<file path="config.mk">
export PLATFORM = sky130hd
export DESIGN_NAME = cmcl_charge_ctrl
export DESIGN_NICKNAME = d
export VERILOG_FILES = /design/src/rtl/cmcl_pkg.sv /design/src/rtl/cmcl_charge_ctrl.sv
export SDC_FILE = /design/constraint.sdc
export NUM_CORES = 1
export LEC_CHECK = 0
export BUFFER_PORTS_ARGS = -buffer_cell sky130_fd_sc_hd__buf_2
export CAP_MARGIN = 20
export CELL_PAD_IN_SITES_DETAIL_PLACEMENT = 0
export CELL_PAD_IN_SITES_GLOBAL_PLACEMENT = 1
export CORE_UTILIZATION = 33
export CTS_CLUSTER_DIAMETER = 150
export DETAILED_ROUTE_END_ITERATION = 10
export PLACE_DENSITY = 0.7
export SETUP_SLACK_MARGIN = 0.02
export SLEW_MARGIN = 10
export SYNTH_ARGS = -nofsm -noshare
export SYNTH_HDL_FRONTEND = slang
export SYNTH_SLANG_ARGS = --single-unit
</file>
<file path="constraint.sdc">
create_clock -name clk_i -period 4.3 [get_ports clk_i]
set_input_delay 0.215 -clock clk_i [delete_from_list [all_inputs] [get_ports clk_i]]
set_output_delay 0.215 -clock clk_i [all_outputs]
set_load 0.05 [all_outputs]
</file>
<file path="src/rtl/cmcl_pkg.sv">
// Package: constants, register map and types of the charge mode controller
// Behaviour
// - Entering the sense window selects fast mode and pulses the reset.
// - Two consecutive slope drops after the holdoff latch trickle mode.
// - Latched trickle clears only on a window entry, supply recovery or restart reset pulse, or lockout for timer and temperature latches.
// - Sense above its window, or below it with temperature backup, selects trickle mode.
// - Backup timer past its programmed limit latches trickle mode.
// - Fast entered only with sense in window, supply good, selected backup within limits.
// - Under-temperature holds trickle unlatched, fast resumes once limit exceeded.
// - Over-temperature latches trickle until a reset pulse is applied and released.
// - Supply lockout forces trickle and holds timer and temperature latch reset.
// - Backup timer is a 34-stage divider, longest limit 283 minutes.
// - Sense below window bypasses 19 timer stages, 524288-fold faster.
// - In that mode fast output falls after the sped-up programmed limit.
// - Sense low plus negative high-ref bypasses 11 stages, 2048-fold faster.
// - In that mode fast output falls after the sped-up timer delay.
// - Negative high-ref speeds the sense sampling divider 32-fold.
// - Negative high-ref speeds the holdoff timer 2048-fold.
// - Both sampling and holdoff speedups come on together from negative high-ref.
// - Three programming inputs pick seven limits, all low selects temperature backup.
package cmcl_pkg;

  // Clock and timing
  localparam longint unsigned CLK_HZ            = 64'd25_000_000;
  localparam longint unsigned TIMER_FULL_MIN    = 64'd283;
  localparam int unsigned     TIMER_STAGES      = 34;
  localparam longint unsigned TIMER_TICK_CYCLES =
    (TIMER_FULL_MIN * 64'd60 * CLK_HZ) >> TIMER_STAGES;   // Longest time: rounds down
  localparam longint unsigned HOLDOFF_S         = 64'd160;
  localparam longint unsigned HOLDOFF_CYCLES    = HOLDOFF_S * CLK_HZ;
  localparam longint unsigned SAMPLE_MS         = 64'd1380;
  localparam longint unsigned SAMPLE_CYCLES     = SAMPLE_MS * CLK_HZ / 64'd1000;

  // Divider bypass widths
  localparam int unsigned SW1_BYPASS     = 19;
  localparam int unsigned SW2_BYPASS     = 11;
  localparam int unsigned SAMPLE_BYPASS  = 5;
  localparam int unsigned HOLDOFF_BYPASS = 11;
  localparam int unsigned LIMIT_SHIFT    = 31;

  // Register byte offsets
  localparam logic [7:0] CTRL_OFS       = 8'h00;
  localparam logic [7:0] STATUS_OFS     = 8'h04;
  localparam logic [7:0] IRQ_STATUS_OFS = 8'h08;
  localparam logic [7:0] IRQ_MASK_OFS   = 8'h0c;
  localparam logic [7:0] TIMER_OFS      = 8'h10;

  // Control fields and reset values
  localparam int unsigned CTRL_ENABLE_BIT  = 0;
  localparam int unsigned CTRL_RESTART_BIT = 1;
  localparam logic        CTRL_ENABLE_RST  = 1'b1;
  localparam logic [4:0]  IRQ_MASK_RST     = 5'h00;

  // Interrupt event positions
  localparam int unsigned IRQ_FAST  = 0;
  localparam int unsigned IRQ_EOC   = 1;
  localparam int unsigned IRQ_TIMER = 2;
  localparam int unsigned IRQ_OT    = 3;
  localparam int unsigned IRQ_UVLO  = 4;
  localparam int unsigned IRQ_W     = 5;

  // Comparator results from the analog front end
  typedef struct packed {
    logic       sense_low;     // Sense below 1.0 V
    logic       sense_high;    // Sense above 2.0 V
    logic       neg_slope;     // Slope detector saw a drop in this sample
    logic       timer_sel;     // Any programming input open: timer backup
    logic [2:0] prog_code;     // {low_ref, sense, high_ref}, open reads 1
    logic       high_ref_neg;  // High-ref programming input at -100 mV
    logic       temp_below;    // Temperature below lower limit
    logic       temp_above;    // Temperature above upper limit
    logic       uvlo;          // Supply undervoltage lockout active
  } cmcl_cmp_s;

  typedef enum logic [2:0] {
    CMCL_TRICKLE = 3'b001,
    CMCL_FAST    = 3'b010,
    CMCL_LATCHED = 3'b100
  } cmcl_state_e;

endpackage

</file>
<file path="src/rtl/cmcl_charge_ctrl.sv">
// Charge mode controller: fast/trickle state machine, timers and register slave
`timescale 1ns/1ns
module cmcl_charge_ctrl
  import cmcl_pkg::*;
#(
  parameter longint unsigned HOLDOFF_CNT = HOLDOFF_CYCLES,
  parameter longint unsigned SAMPLE_CNT  = SAMPLE_CYCLES,
  parameter longint unsigned TICK_CNT    = TIMER_TICK_CYCLES
) (
  input  wire logic        clk_i,
  input  wire logic        rst_i,
  // Comparator results
  input  wire logic        sense_low_i,
  input  wire logic        sense_high_i,
  input  wire logic        neg_slope_i,
  input  wire logic        timer_sel_i,
  input  wire logic        prog_in_low_ref_i,
  input  wire logic        prog_in_sense_i,
  input  wire logic        prog_in_high_ref_i,
  input  wire logic        high_ref_neg_i,
  input  wire logic        temp_below_i,
  input  wire logic        temp_above_i,
  input  wire logic        uvlo_i,
  // Charger outputs
  output logic             fast_o,
  output logic             sample_gate_o,
  output logic             irq_o,
  // Wishbone classic slave
  input  wire logic        wb_cyc_i,
  input  wire logic        wb_stb_i,
  input  wire logic        wb_we_i,
  input  wire logic [7:0]  wb_adr_i,
  input  wire logic [3:0]  wb_sel_i,
  input  wire logic [31:0] wb_dat_i,
  output logic [31:0]      wb_dat_o,
  output logic             wb_ack_o
);

  localparam int unsigned TW = TIMER_STAGES + 1;  // Extra stage keeps the final carry

  // Counters must be able to reach their terminal values
  if (HOLDOFF_CNT < 1 || HOLDOFF_CNT > 64'hffff_ffff || SAMPLE_CNT < 64 ||
      SAMPLE_CNT > 64'hffff_ffff || TICK_CNT < 1 || TICK_CNT > 64'hffff) begin : g_chk
    $error("cmcl_charge_ctrl: counter parameter out of range");
  end

  // Limit decode used by the timer compare; the timer read shows the top 32 bits of the raw count
  function automatic logic limit_hit(input logic [TW-1:0] cnt, input logic [2:0] code);
    limit_hit = cnt[TW-1:LIMIT_SHIFT] > {1'b0, code};
  endfunction

  cmcl_cmp_s   cmp;
  cmcl_state_e state;
  cmcl_state_e next_state;
  logic        in_window;
  logic        in_window_d;
  logic        uvlo_d;
  logic        reset_pulse;
  logic        eoc_latch;
  logic        timer_latch;
  logic        ot_latch;
  logic        latched;
  logic        permit_fast;
  logic        sw1_hold;
  logic        sw1;
  logic        sw2;
  logic        speed3;
  logic [TW-1:0] timer_cnt;
  logic [15:0] tick_cnt;
  logic        tick;
  logic [32:0] holdoff_cnt;
  logic        holdoff_done;
  logic [31:0] sample_cnt;
  logic [32:0] sample_next;
  logic        sample_tick;
  logic [1:0]  slope_cnt;
  logic        timer_expired;
  logic        charge_enable;
  logic        restart;
  logic [IRQ_W-1:0] irq_status;
  logic [IRQ_W-1:0] irq_mask;
  logic [IRQ_W-1:0] irq_event;
  logic        bus_req;
  logic        bus_wr;
  logic        bus_rd;
  logic [31:0] status_word;

  // Register every comparator result once so the logic sees one stable sample
  always_ff @(posedge clk_i) begin
    if (rst_i) begin
      cmp <= '0;
    end else begin
      cmp.sense_low    <= sense_low_i;
      cmp.sense_high   <= sense_high_i;
      cmp.neg_slope    <= neg_slope_i;
      cmp.timer_sel    <= timer_sel_i;
      cmp.prog_code    <= {prog_in_low_ref_i, prog_in_sense_i, prog_in_high_ref_i};
      cmp.high_ref_neg <= high_ref_neg_i;
      cmp.temp_below   <= temp_below_i;
      cmp.temp_above   <= temp_above_i;
      cmp.uvlo         <= uvlo_i;
    end
  end

  // Window and reset pulse sources
  assign in_window   = !cmp.sense_low && !cmp.sense_high;
  assign reset_pulse = (in_window && !in_window_d) || (uvlo_d && !cmp.uvlo)
                       || restart;

  always_ff @(posedge clk_i) begin
    if (rst_i) begin
      in_window_d <= 1'b0;
      uvlo_d      <= 1'b0;
    end else begin
      in_window_d <= in_window;
      uvlo_d      <= cmp.uvlo;
    end
  end

  // Test switches; mode entry needs no extra pins, only the analog levels
  assign sw2    = cmp.sense_low && cmp.high_ref_neg;
  assign sw1    = cmp.sense_low && !cmp.high_ref_neg;
  assign speed3 = cmp.high_ref_neg;

  // Prescaler for the backup timer base rate
  always_ff @(posedge clk_i) begin
    if (rst_i || cmp.uvlo || reset_pulse) begin
      tick_cnt <= '0;
    end else if (tick) begin
      tick_cnt <= '0;
    end else if (state == CMCL_FAST) begin
      tick_cnt <= tick_cnt + 16'h0001;
    end
  end
  assign tick = (state == CMCL_FAST) && (tick_cnt == 16'(TICK_CNT - 1));

  // Backup timer chain; bypassed stages become a larger step per tick
  always_ff @(posedge clk_i) begin
    if (rst_i || cmp.uvlo || reset_pulse) begin
      timer_cnt <= '0;
    end else if (tick && !timer_cnt[TW-1]) begin
      if (sw1) begin
        timer_cnt <= timer_cnt + (TW'(1) << SW1_BYPASS);
      end else if (sw2) begin
        timer_cnt <= timer_cnt + (TW'(1) << SW2_BYPASS);
      end else begin
        timer_cnt <= timer_cnt + TW'(1);
      end
    end
  end
  assign timer_expired = cmp.timer_sel && limit_hit(timer_cnt, cmp.prog_code);

  // Holdoff after fast start, sped up with the sampling divider
  always_ff @(posedge clk_i) begin
    if (rst_i || state != CMCL_FAST) begin
      holdoff_cnt <= '0;
    end else if (!holdoff_done) begin
      if (speed3) begin
        holdoff_cnt <= holdoff_cnt + (33'(1) << HOLDOFF_BYPASS);
      end else begin
        holdoff_cnt <= holdoff_cnt + 33'h0_0000_0001;
      end
    end
  end
  assign holdoff_done = holdoff_cnt >= 33'(HOLDOFF_CNT);

  // Sample gate divider: one strobe per sampling period
  always_ff @(posedge clk_i) begin
    if (rst_i || sample_tick) begin
      sample_cnt <= '0;
    end else if (speed3) begin
      sample_cnt <= sample_cnt + (32'(1) << SAMPLE_BYPASS);
    end else begin
      sample_cnt <= sample_cnt + 32'h0000_0001;
    end
  end
  // Strobe on the step that reaches the period, so a sped-up divider keeps an exact ratio
  assign sample_next = {1'b0, sample_cnt}
                       + (speed3 ? (33'(1) << SAMPLE_BYPASS) : 33'h0_0000_0001);
  assign sample_tick = sample_next >= 33'(SAMPLE_CNT);

  always_ff @(posedge clk_i) begin
    if (rst_i) begin
      sample_gate_o <= 1'b0;
    end else begin
      sample_gate_o <= sample_tick;
    end
  end

  // Consecutive slope drops; a sample without a drop starts the count over
  always_ff @(posedge clk_i) begin
    if (rst_i || state != CMCL_FAST || !holdoff_done) begin
      slope_cnt <= 2'h0;
    end else if (sample_tick) begin
      if (!cmp.neg_slope) begin
        slope_cnt <= 2'h0;
      end else if (slope_cnt != 2'h2) begin
        slope_cnt <= slope_cnt + 2'h1;
      end
    end
  end

  // End of charge latch; set wins over a same-cycle reset pulse
  always_ff @(posedge clk_i) begin
    if (rst_i) begin
      eoc_latch <= 1'b0;
    end else if (state == CMCL_FAST && slope_cnt == 2'h2) begin
      eoc_latch <= 1'b1;
    end else if (reset_pulse) begin
      eoc_latch <= 1'b0;
    end
  end

  // Timer expiry latch
  // Lockout clears it directly, so a supply dip always restarts the backup time
  always_ff @(posedge clk_i) begin
    if (rst_i || cmp.uvlo) begin
      timer_latch <= 1'b0;
    end else if (state == CMCL_FAST && timer_expired) begin
      timer_latch <= 1'b1;
    end else if (reset_pulse) begin
      timer_latch <= 1'b0;
    end
  end

  // Overtemperature latch; still hot at the pulse means it sets again
  always_ff @(posedge clk_i) begin
    if (rst_i || cmp.uvlo) begin
      ot_latch <= 1'b0;
    end else if (!cmp.timer_sel && cmp.temp_above) begin
      ot_latch <= 1'b1;
    end else if (reset_pulse) begin
      ot_latch <= 1'b0;
    end
  end

  assign latched = eoc_latch || timer_latch || ot_latch;

  // Fast is allowed only when every guard agrees; heat drops fast at once and the
  // latch, set on the same edge, keeps it down until a reset pulse
  assign permit_fast = in_window && !cmp.uvlo && !latched && charge_enable
                       && (cmp.timer_sel || !cmp.temp_below)
                       && (cmp.timer_sel || !cmp.temp_above);
  // Sense dropping low in timer mode keeps fast until the sped-up limit ends it
  assign sw1_hold = cmp.sense_low && cmp.timer_sel && !cmp.uvlo && !latched
                    && charge_enable;

  // Mode state machine
  always_comb begin
    next_state = state;
    case (state)
      CMCL_TRICKLE: begin
        if (latched) begin
          next_state = CMCL_LATCHED;
        end else if (permit_fast && !reset_pulse) begin
          next_state = CMCL_FAST;
        end
      end
      CMCL_FAST: begin
        if (latched || cmp.uvlo) begin
          next_state = latched ? CMCL_LATCHED : CMCL_TRICKLE;
        end else if (!permit_fast && !sw1_hold) begin
          next_state = CMCL_TRICKLE;
        end
      end
      CMCL_LATCHED: begin
        if (!latched) begin
          next_state = CMCL_TRICKLE;
        end
      end
      default: next_state = CMCL_TRICKLE;
    endcase
  end

  always_ff @(posedge clk_i) begin
    if (rst_i) begin
      state <= CMCL_TRICKLE;
    end else begin
      state <= next_state;
    end
  end

  // Output register follows the state so the pin never glitches
  always_ff @(posedge clk_i) begin
    if (rst_i) begin
      fast_o <= 1'b0;
    end else begin
      fast_o <= (next_state == CMCL_FAST);
    end
  end

  // Interrupt events
  assign irq_event[IRQ_FAST]  = (next_state == CMCL_FAST) && (state != CMCL_FAST);
  assign irq_event[IRQ_EOC]   = (state == CMCL_FAST) && (slope_cnt == 2'h2) && !eoc_latch;
  assign irq_event[IRQ_TIMER] = (state == CMCL_FAST) && timer_expired && !timer_latch;
  assign irq_event[IRQ_OT]    = !cmp.timer_sel && cmp.temp_above && !ot_latch && !cmp.uvlo;
  assign irq_event[IRQ_UVLO]  = cmp.uvlo && !uvlo_d;

  // Wishbone decode; ack one cycle after the strobe, dropped for a cycle after
  assign bus_req = wb_cyc_i && wb_stb_i && !wb_ack_o;
  assign bus_wr  = bus_req && wb_we_i;
  assign bus_rd  = bus_req && !wb_we_i;

  always_ff @(posedge clk_i) begin
    if (rst_i) begin
      wb_ack_o <= 1'b0;
    end else begin
      wb_ack_o <= bus_req;
    end
  end

  // Control register; restart is a self-clearing pulse
  always_ff @(posedge clk_i) begin
    if (rst_i) begin
      charge_enable <= CTRL_ENABLE_RST;
      restart       <= 1'b0;
    end else begin
      restart <= 1'b0;
      if (bus_wr && wb_adr_i == CTRL_OFS && wb_sel_i[0]) begin
        charge_enable <= wb_dat_i[CTRL_ENABLE_BIT];
        restart       <= wb_dat_i[CTRL_RESTART_BIT];
      end
    end
  end

  // Interrupt mask
  always_ff @(posedge clk_i) begin
    if (rst_i) begin
      irq_mask <= IRQ_MASK_RST;
    end else if (bus_wr && wb_adr_i == IRQ_MASK_OFS && wb_sel_i[0]) begin
      irq_mask <= wb_dat_i[IRQ_W-1:0];
    end
  end

  // Sticky status, cleared by a read; a new event in that cycle survives
  always_ff @(posedge clk_i) begin
    if (rst_i) begin
      irq_status <= '0;
    end else if (bus_rd && wb_adr_i == IRQ_STATUS_OFS) begin
      irq_status <= irq_event;
    end else begin
      irq_status <= irq_status | irq_event;
    end
  end

  always_ff @(posedge clk_i) begin
    if (rst_i) begin
      irq_o <= 1'b0;
    end else begin
      irq_o <= |((irq_status | irq_event) & irq_mask);
    end
  end

  // Status snapshot; slope count and holdoff show how far end-of-charge detection got
  assign status_word = {22'h00_0000, slope_cnt, holdoff_done, cmp.uvlo, cmp.timer_sel,
                        in_window, ot_latch, timer_latch, eoc_latch, fast_o};

  // Read data register; unmapped offsets answer with zero
  always_ff @(posedge clk_i) begin
    if (rst_i) begin
      wb_dat_o <= '0;
    end else if (bus_rd) begin
      case (wb_adr_i)
        CTRL_OFS:       wb_dat_o <= {31'h0000_0000, charge_enable};
        STATUS_OFS:     wb_dat_o <= status_word;
        IRQ_STATUS_OFS: wb_dat_o <= {27'h000_0000, irq_status};
        IRQ_MASK_OFS:   wb_dat_o <= {27'h000_0000, irq_mask};
        TIMER_OFS:      wb_dat_o <= timer_cnt[TW-1:TW-32];
        default:        wb_dat_o <= '0;
      endcase
    end
  end

endmodule

</file>
==> key figures <==
STA
  • Maximum frequency from static timing analysis: roughly 260 MHz
  • Total Neg Setup Slack: 0 ps
  • Worst slew margin relative to its limit: 0.3491
  • Crit path time final: roughly 3800 ps
  • Slew at the pin closest to its max-slew limit: approximately 970 ps
  • Setup Skew: between 10 and 15 ps
  • Final period util: 0.8784
  • Final hold violations: 0
  • Final setup violation count: 0
  • Setup repair after global routing missed its margin: no
  • Final count of pins violating max slew: 0

Logic synthesis
  • Distinct cell type count of the synthesized netlist: 77
  • Count of warnings emitted by yosys: 0
  • Most instantiated flip-flop cell in the synthesis netlist: sky130_fd_sc_hd__dfxtp_1
  • Post-synthesis average cell area: between 8 and 9 um2
  • Cells taking the most area after synthesis: sky130_fd_sc_hd__dfxtp_1 (40%), sky130_fd_sc_hd__xor2_1 (5.6%), sky130_fd_sc_hd__nor2_1 (5.2%)
  • Number of flops mapped to enable cells by yosys: 0
  • Gate Count Post-Synth: 1080
  • Mapped cell area: 9173 um2
  • Most numerous cell in the Yosys netlist: sky130_fd_sc_hd__dfxtp_1
  • Sequential fraction of the synthesis area: 0.4038
  • Top cells by instance count after synthesis: sky130_fd_sc_hd__dfxtp_1 (185), sky130_fd_sc_hd__nor2_1 (128), sky130_fd_sc_hd__nand2_1 (112)
  • Number of synthesized register bits: between 150 and 200
  • Share of flip-flops with an asynchronous set or reset after synthesis: 0
  • Post-synth top area share: 0.4038
  • Most area-hungry cell type in the Yosys netlist: sky130_fd_sc_hd__dfxtp_1

Worst setup path
  • Reg2Reg Launch Point: speed3
  • CP Capture Point: sample_cnt[9]
  • WP data required: between 4000 and 5000 ps
  • Endpoint of the worst-slack reg-to-reg timing path: sample_cnt[9]
  • FF-to-FF path depth: 13
  • Beginning of the critical path: speed3
  • Critical path data arrival time: ~4100 ps
  • Highest fanout seen on the critical path: 24
  • CP Class: register to register
  • Nature of the critical path startpoint: register
  • FF-to-FF setup slack: 520 ps
  • Worst setup EP type: register

Min path
  • Launch instance of the worst min-delay path: neg_slope_i
  • Worst hold path type: input port to register

Global route
  • Vias in the first global route: 7100
  • Antenna violations before repair: 0
  • GRT Overall Usage: 0.1512
  • Maximum number of pins on one net before global-route repair: 54
  • Global-route congestion overflow total: 0
  • Global-route wire length before repair: between 30000 and 40000 um

Floorplan
  • Height of the chip: 168.7 um
  • Area enclosed by the die boundary: 28470 um2
  • Core box area: between 20000 and 30000 um2
  • FP Rows: 60
  • Chip width: roughly 170 um
  • Number of top-level design ports: 96
  • Effective utilization at floorplan: 0.3385

Route
  • Number of remaining DRC errors: 0
  • Detailed-route wire length: between 20000 and 25000 um
  • DRC marker count from the first detailed-route iteration: 330
  • Drt via density: around 5
  • Number of nets still failing antenna checks after routing: 0
  • Drt wl/cell: roughly 14 um
  • Via count of the routed design: 7514
  • Count of TritonRoute iterations in the first routing pass: 4

Power
  • Power per unit of standard cell area: 327.2 nW/um2
  • Cell leakage power: 0.003795 uW
  • Highest ir drop seen on vdd: 235.5 uV
  • Total power after layout: about 3400 uW

Clock tree
  • Bufs on Longest Clock Path: 2
  • Clock sinks: around 190
  • Post-CTS Setup Repair Bufs: 0
  • Clock tree root driver cell: sky130_fd_sc_hd__clkbuf_16
  • Clock input transition at the sequential cells of the worst setup and hold paths: ~70 ps
  • H-Tree Level Count: 4
  • Clock buffers created by TritonCTS: 17
  • TritonCTS clock tree: built
  • Later-pin clock latency in the skew report: 440 ps

Placement
  • Cells after DPL: 1481
  • Number of input and output port buffers inserted: 65
  • Post-detailed-placement half-perimeter wirelength: roughly 15000 um
  • RePlAce Congestion: a little under 0.8

Finish
  • Area added between synthesis and finish: 14.21%
  • FILL cells: ~2800
  • Number of diodes added for antenna fixing: 0
  • Final std cells w/o fill: about 1500
  • Share of layout cells above drive strength 1: 0.1293
  • NumNets Final: roughly 1200

Outcome
  • Status: complete, no violations

Flow run
  • Reported max-cap violation count: 0
## per-stage QoR
| stage | cell area (um2) | util | worst slack, ps | hold slack (ps) |
|---|---|---|---|---|
| 3_5_place_dp | 9788 | 0.3612 | 482.3 | 429.2 |
| 6_report | 10480 | 0.3866 | 522.7 | 28.39 |
| 5_1_grt | 10480 | 0.3866 | 259.7 | 15.93 |
| 3_3_place_gp | 9788 | 0.3612 | 515.5 | 428.0 |
| 4_1_cts | 10480 | 0.3866 | 467.4 | 4.378 |
| 2_1_floorplan | 9188 | - | 1081 | 343.2 |
## cells by family after synthesis
logic type	after synthesis	share of synthesized area
fa+ha+maj	18	0.02455
xor+xnor	90	0.08594
mux	20	0.02196
buf+inv	72	0.03778
other cells	1	0.0004088
compound gates	175	0.1225
flops	185	0.4038
simple gates	519	0.3031
## worst max-delay path: stages (launching register included)
cell and delay [ps]:
sky130_fd_sc_hd__dfxtp_1 450, sky130_fd_sc_hd__inv_1 90, sky130_fd_sc_hd__ha_1 230, sky130_fd_sc_hd__ha_1 220
sky130_fd_sc_hd__and4_1 250, sky130_fd_sc_hd__a21o_1 250, sky130_fd_sc_hd__and3_1 210, sky130_fd_sc_hd__or4_4 510
sky130_fd_sc_hd__nor3_2 200, sky130_fd_sc_hd__nand4_1 110, sky130_fd_sc_hd__o221a_4 310, sky130_fd_sc_hd__nand2b_2 170
sky130_fd_sc_hd__buf_4 510, sky130_fd_sc_hd__nor2_1 100
## flip-flops by register name, indices dropped and copies added, names as in the netlist
signal / flops
sample_gate_o: 1
sample_cnt: 32
fast_o: 1
slope_cnt: 2
ot_latch: 1
irq_mask: 5
timer_cnt: 35
irq_o: 1
state: 3
timer_latch: 1
holdoff_cnt: 33
uvlo_d: 1
wb_dat_o: 32
restart: 1
eoc_latch: 1
tick_cnt: 16
speed3: 1
cmp: 10
charge_enable: 1
wb_ack_o: 1
in_window_d: 1
irq_status: 5
## cells in the final DEF, fill, tap and decap left out, types with 9 or more instances in the layout
cell / instances
sky130_fd_sc_hd__nor3_1: 20
sky130_fd_sc_hd__clkbuf_16: 17
sky130_fd_sc_hd__nand3_1: 61
sky130_fd_sc_hd__dfxtp_1: 185
sky130_fd_sc_hd__nor2b_1: 22
sky130_fd_sc_hd__nor2_4: 20
sky130_fd_sc_hd__buf_4: 9
sky130_fd_sc_hd__mux2i_1: 19
sky130_fd_sc_hd__xor2_1: 59
sky130_fd_sc_hd__xnor2_1: 31
sky130_fd_sc_hd__o211ai_1: 11
sky130_fd_sc_hd__nand4_1: 32
sky130_fd_sc_hd__or3_1: 17
sky130_fd_sc_hd__dlygate4sd3_1: 11
sky130_fd_sc_hd__a21oi_1: 65
sky130_fd_sc_hd__nor2_1: 127
sky130_fd_sc_hd__nand2_1: 112
sky130_fd_sc_hd__buf_2: 65
sky130_fd_sc_hd__ha_1: 18
sky130_fd_sc_hd__inv_1: 23
sky130_fd_sc_hd__o21ai_0: 33
sky130_fd_sc_hd__and3_1: 37
sky130_fd_sc_hd__a22oi_1: 12
## power by group
| group | leakage [uW] | internal, uW | switching (uW) |
|---|---|---|---|
| registers | 0.00150 | 1730 | 15.5 |
| clock network | 0.000276 | 832 | 724 |
| logic | 0.00202 | 50.0 | 78.9 |
| total | 0.00380 | 2610 | 819 |
## metal layers
metal,track usage,part of all wire,up-vias
met1,0.2055,0.51,3497
met3,0.02899,0.026,9
met5,0,0,-
met4,0.04704,0.0066,0
met2,0.2409,0.45,86
li1,-,-,3922
## worst min path at each step
stage / end / cells past startpoint
CTS: irq_mask[4] / 3
global route: cmp[8] / 2
detailed placement: cmp[4] / 2
finish: cmp[8] / 2
floorplan: cmp[0] / 1
global placement: cmp[10] / 2
## cell type report
| class | instances | area, um2 | area share |
|---|---|---|---|
| Timing Repair Buffer | 85 | 503.0 | 0.04801 |
| Tap cell | 372 | 465.4 | 0.04443 |
| Multi-Input combinational cell | 827 | 5140 | 0.4906 |
| Inverter | 23 | 86.33 | 0.008241 |
| Clock inverter | 13 | 135.1 | 0.01290 |
| Sequential cell | 185 | 3704 | 0.3535 |
| Clock buffer | 19 | 442.9 | 0.04228 |
## repair_timing
action	CTS	global route
resized for setup	0	0
endpoints found under the hold margin	11	0
hold buffers	11	0
Power figures use the tool's default switching activity.
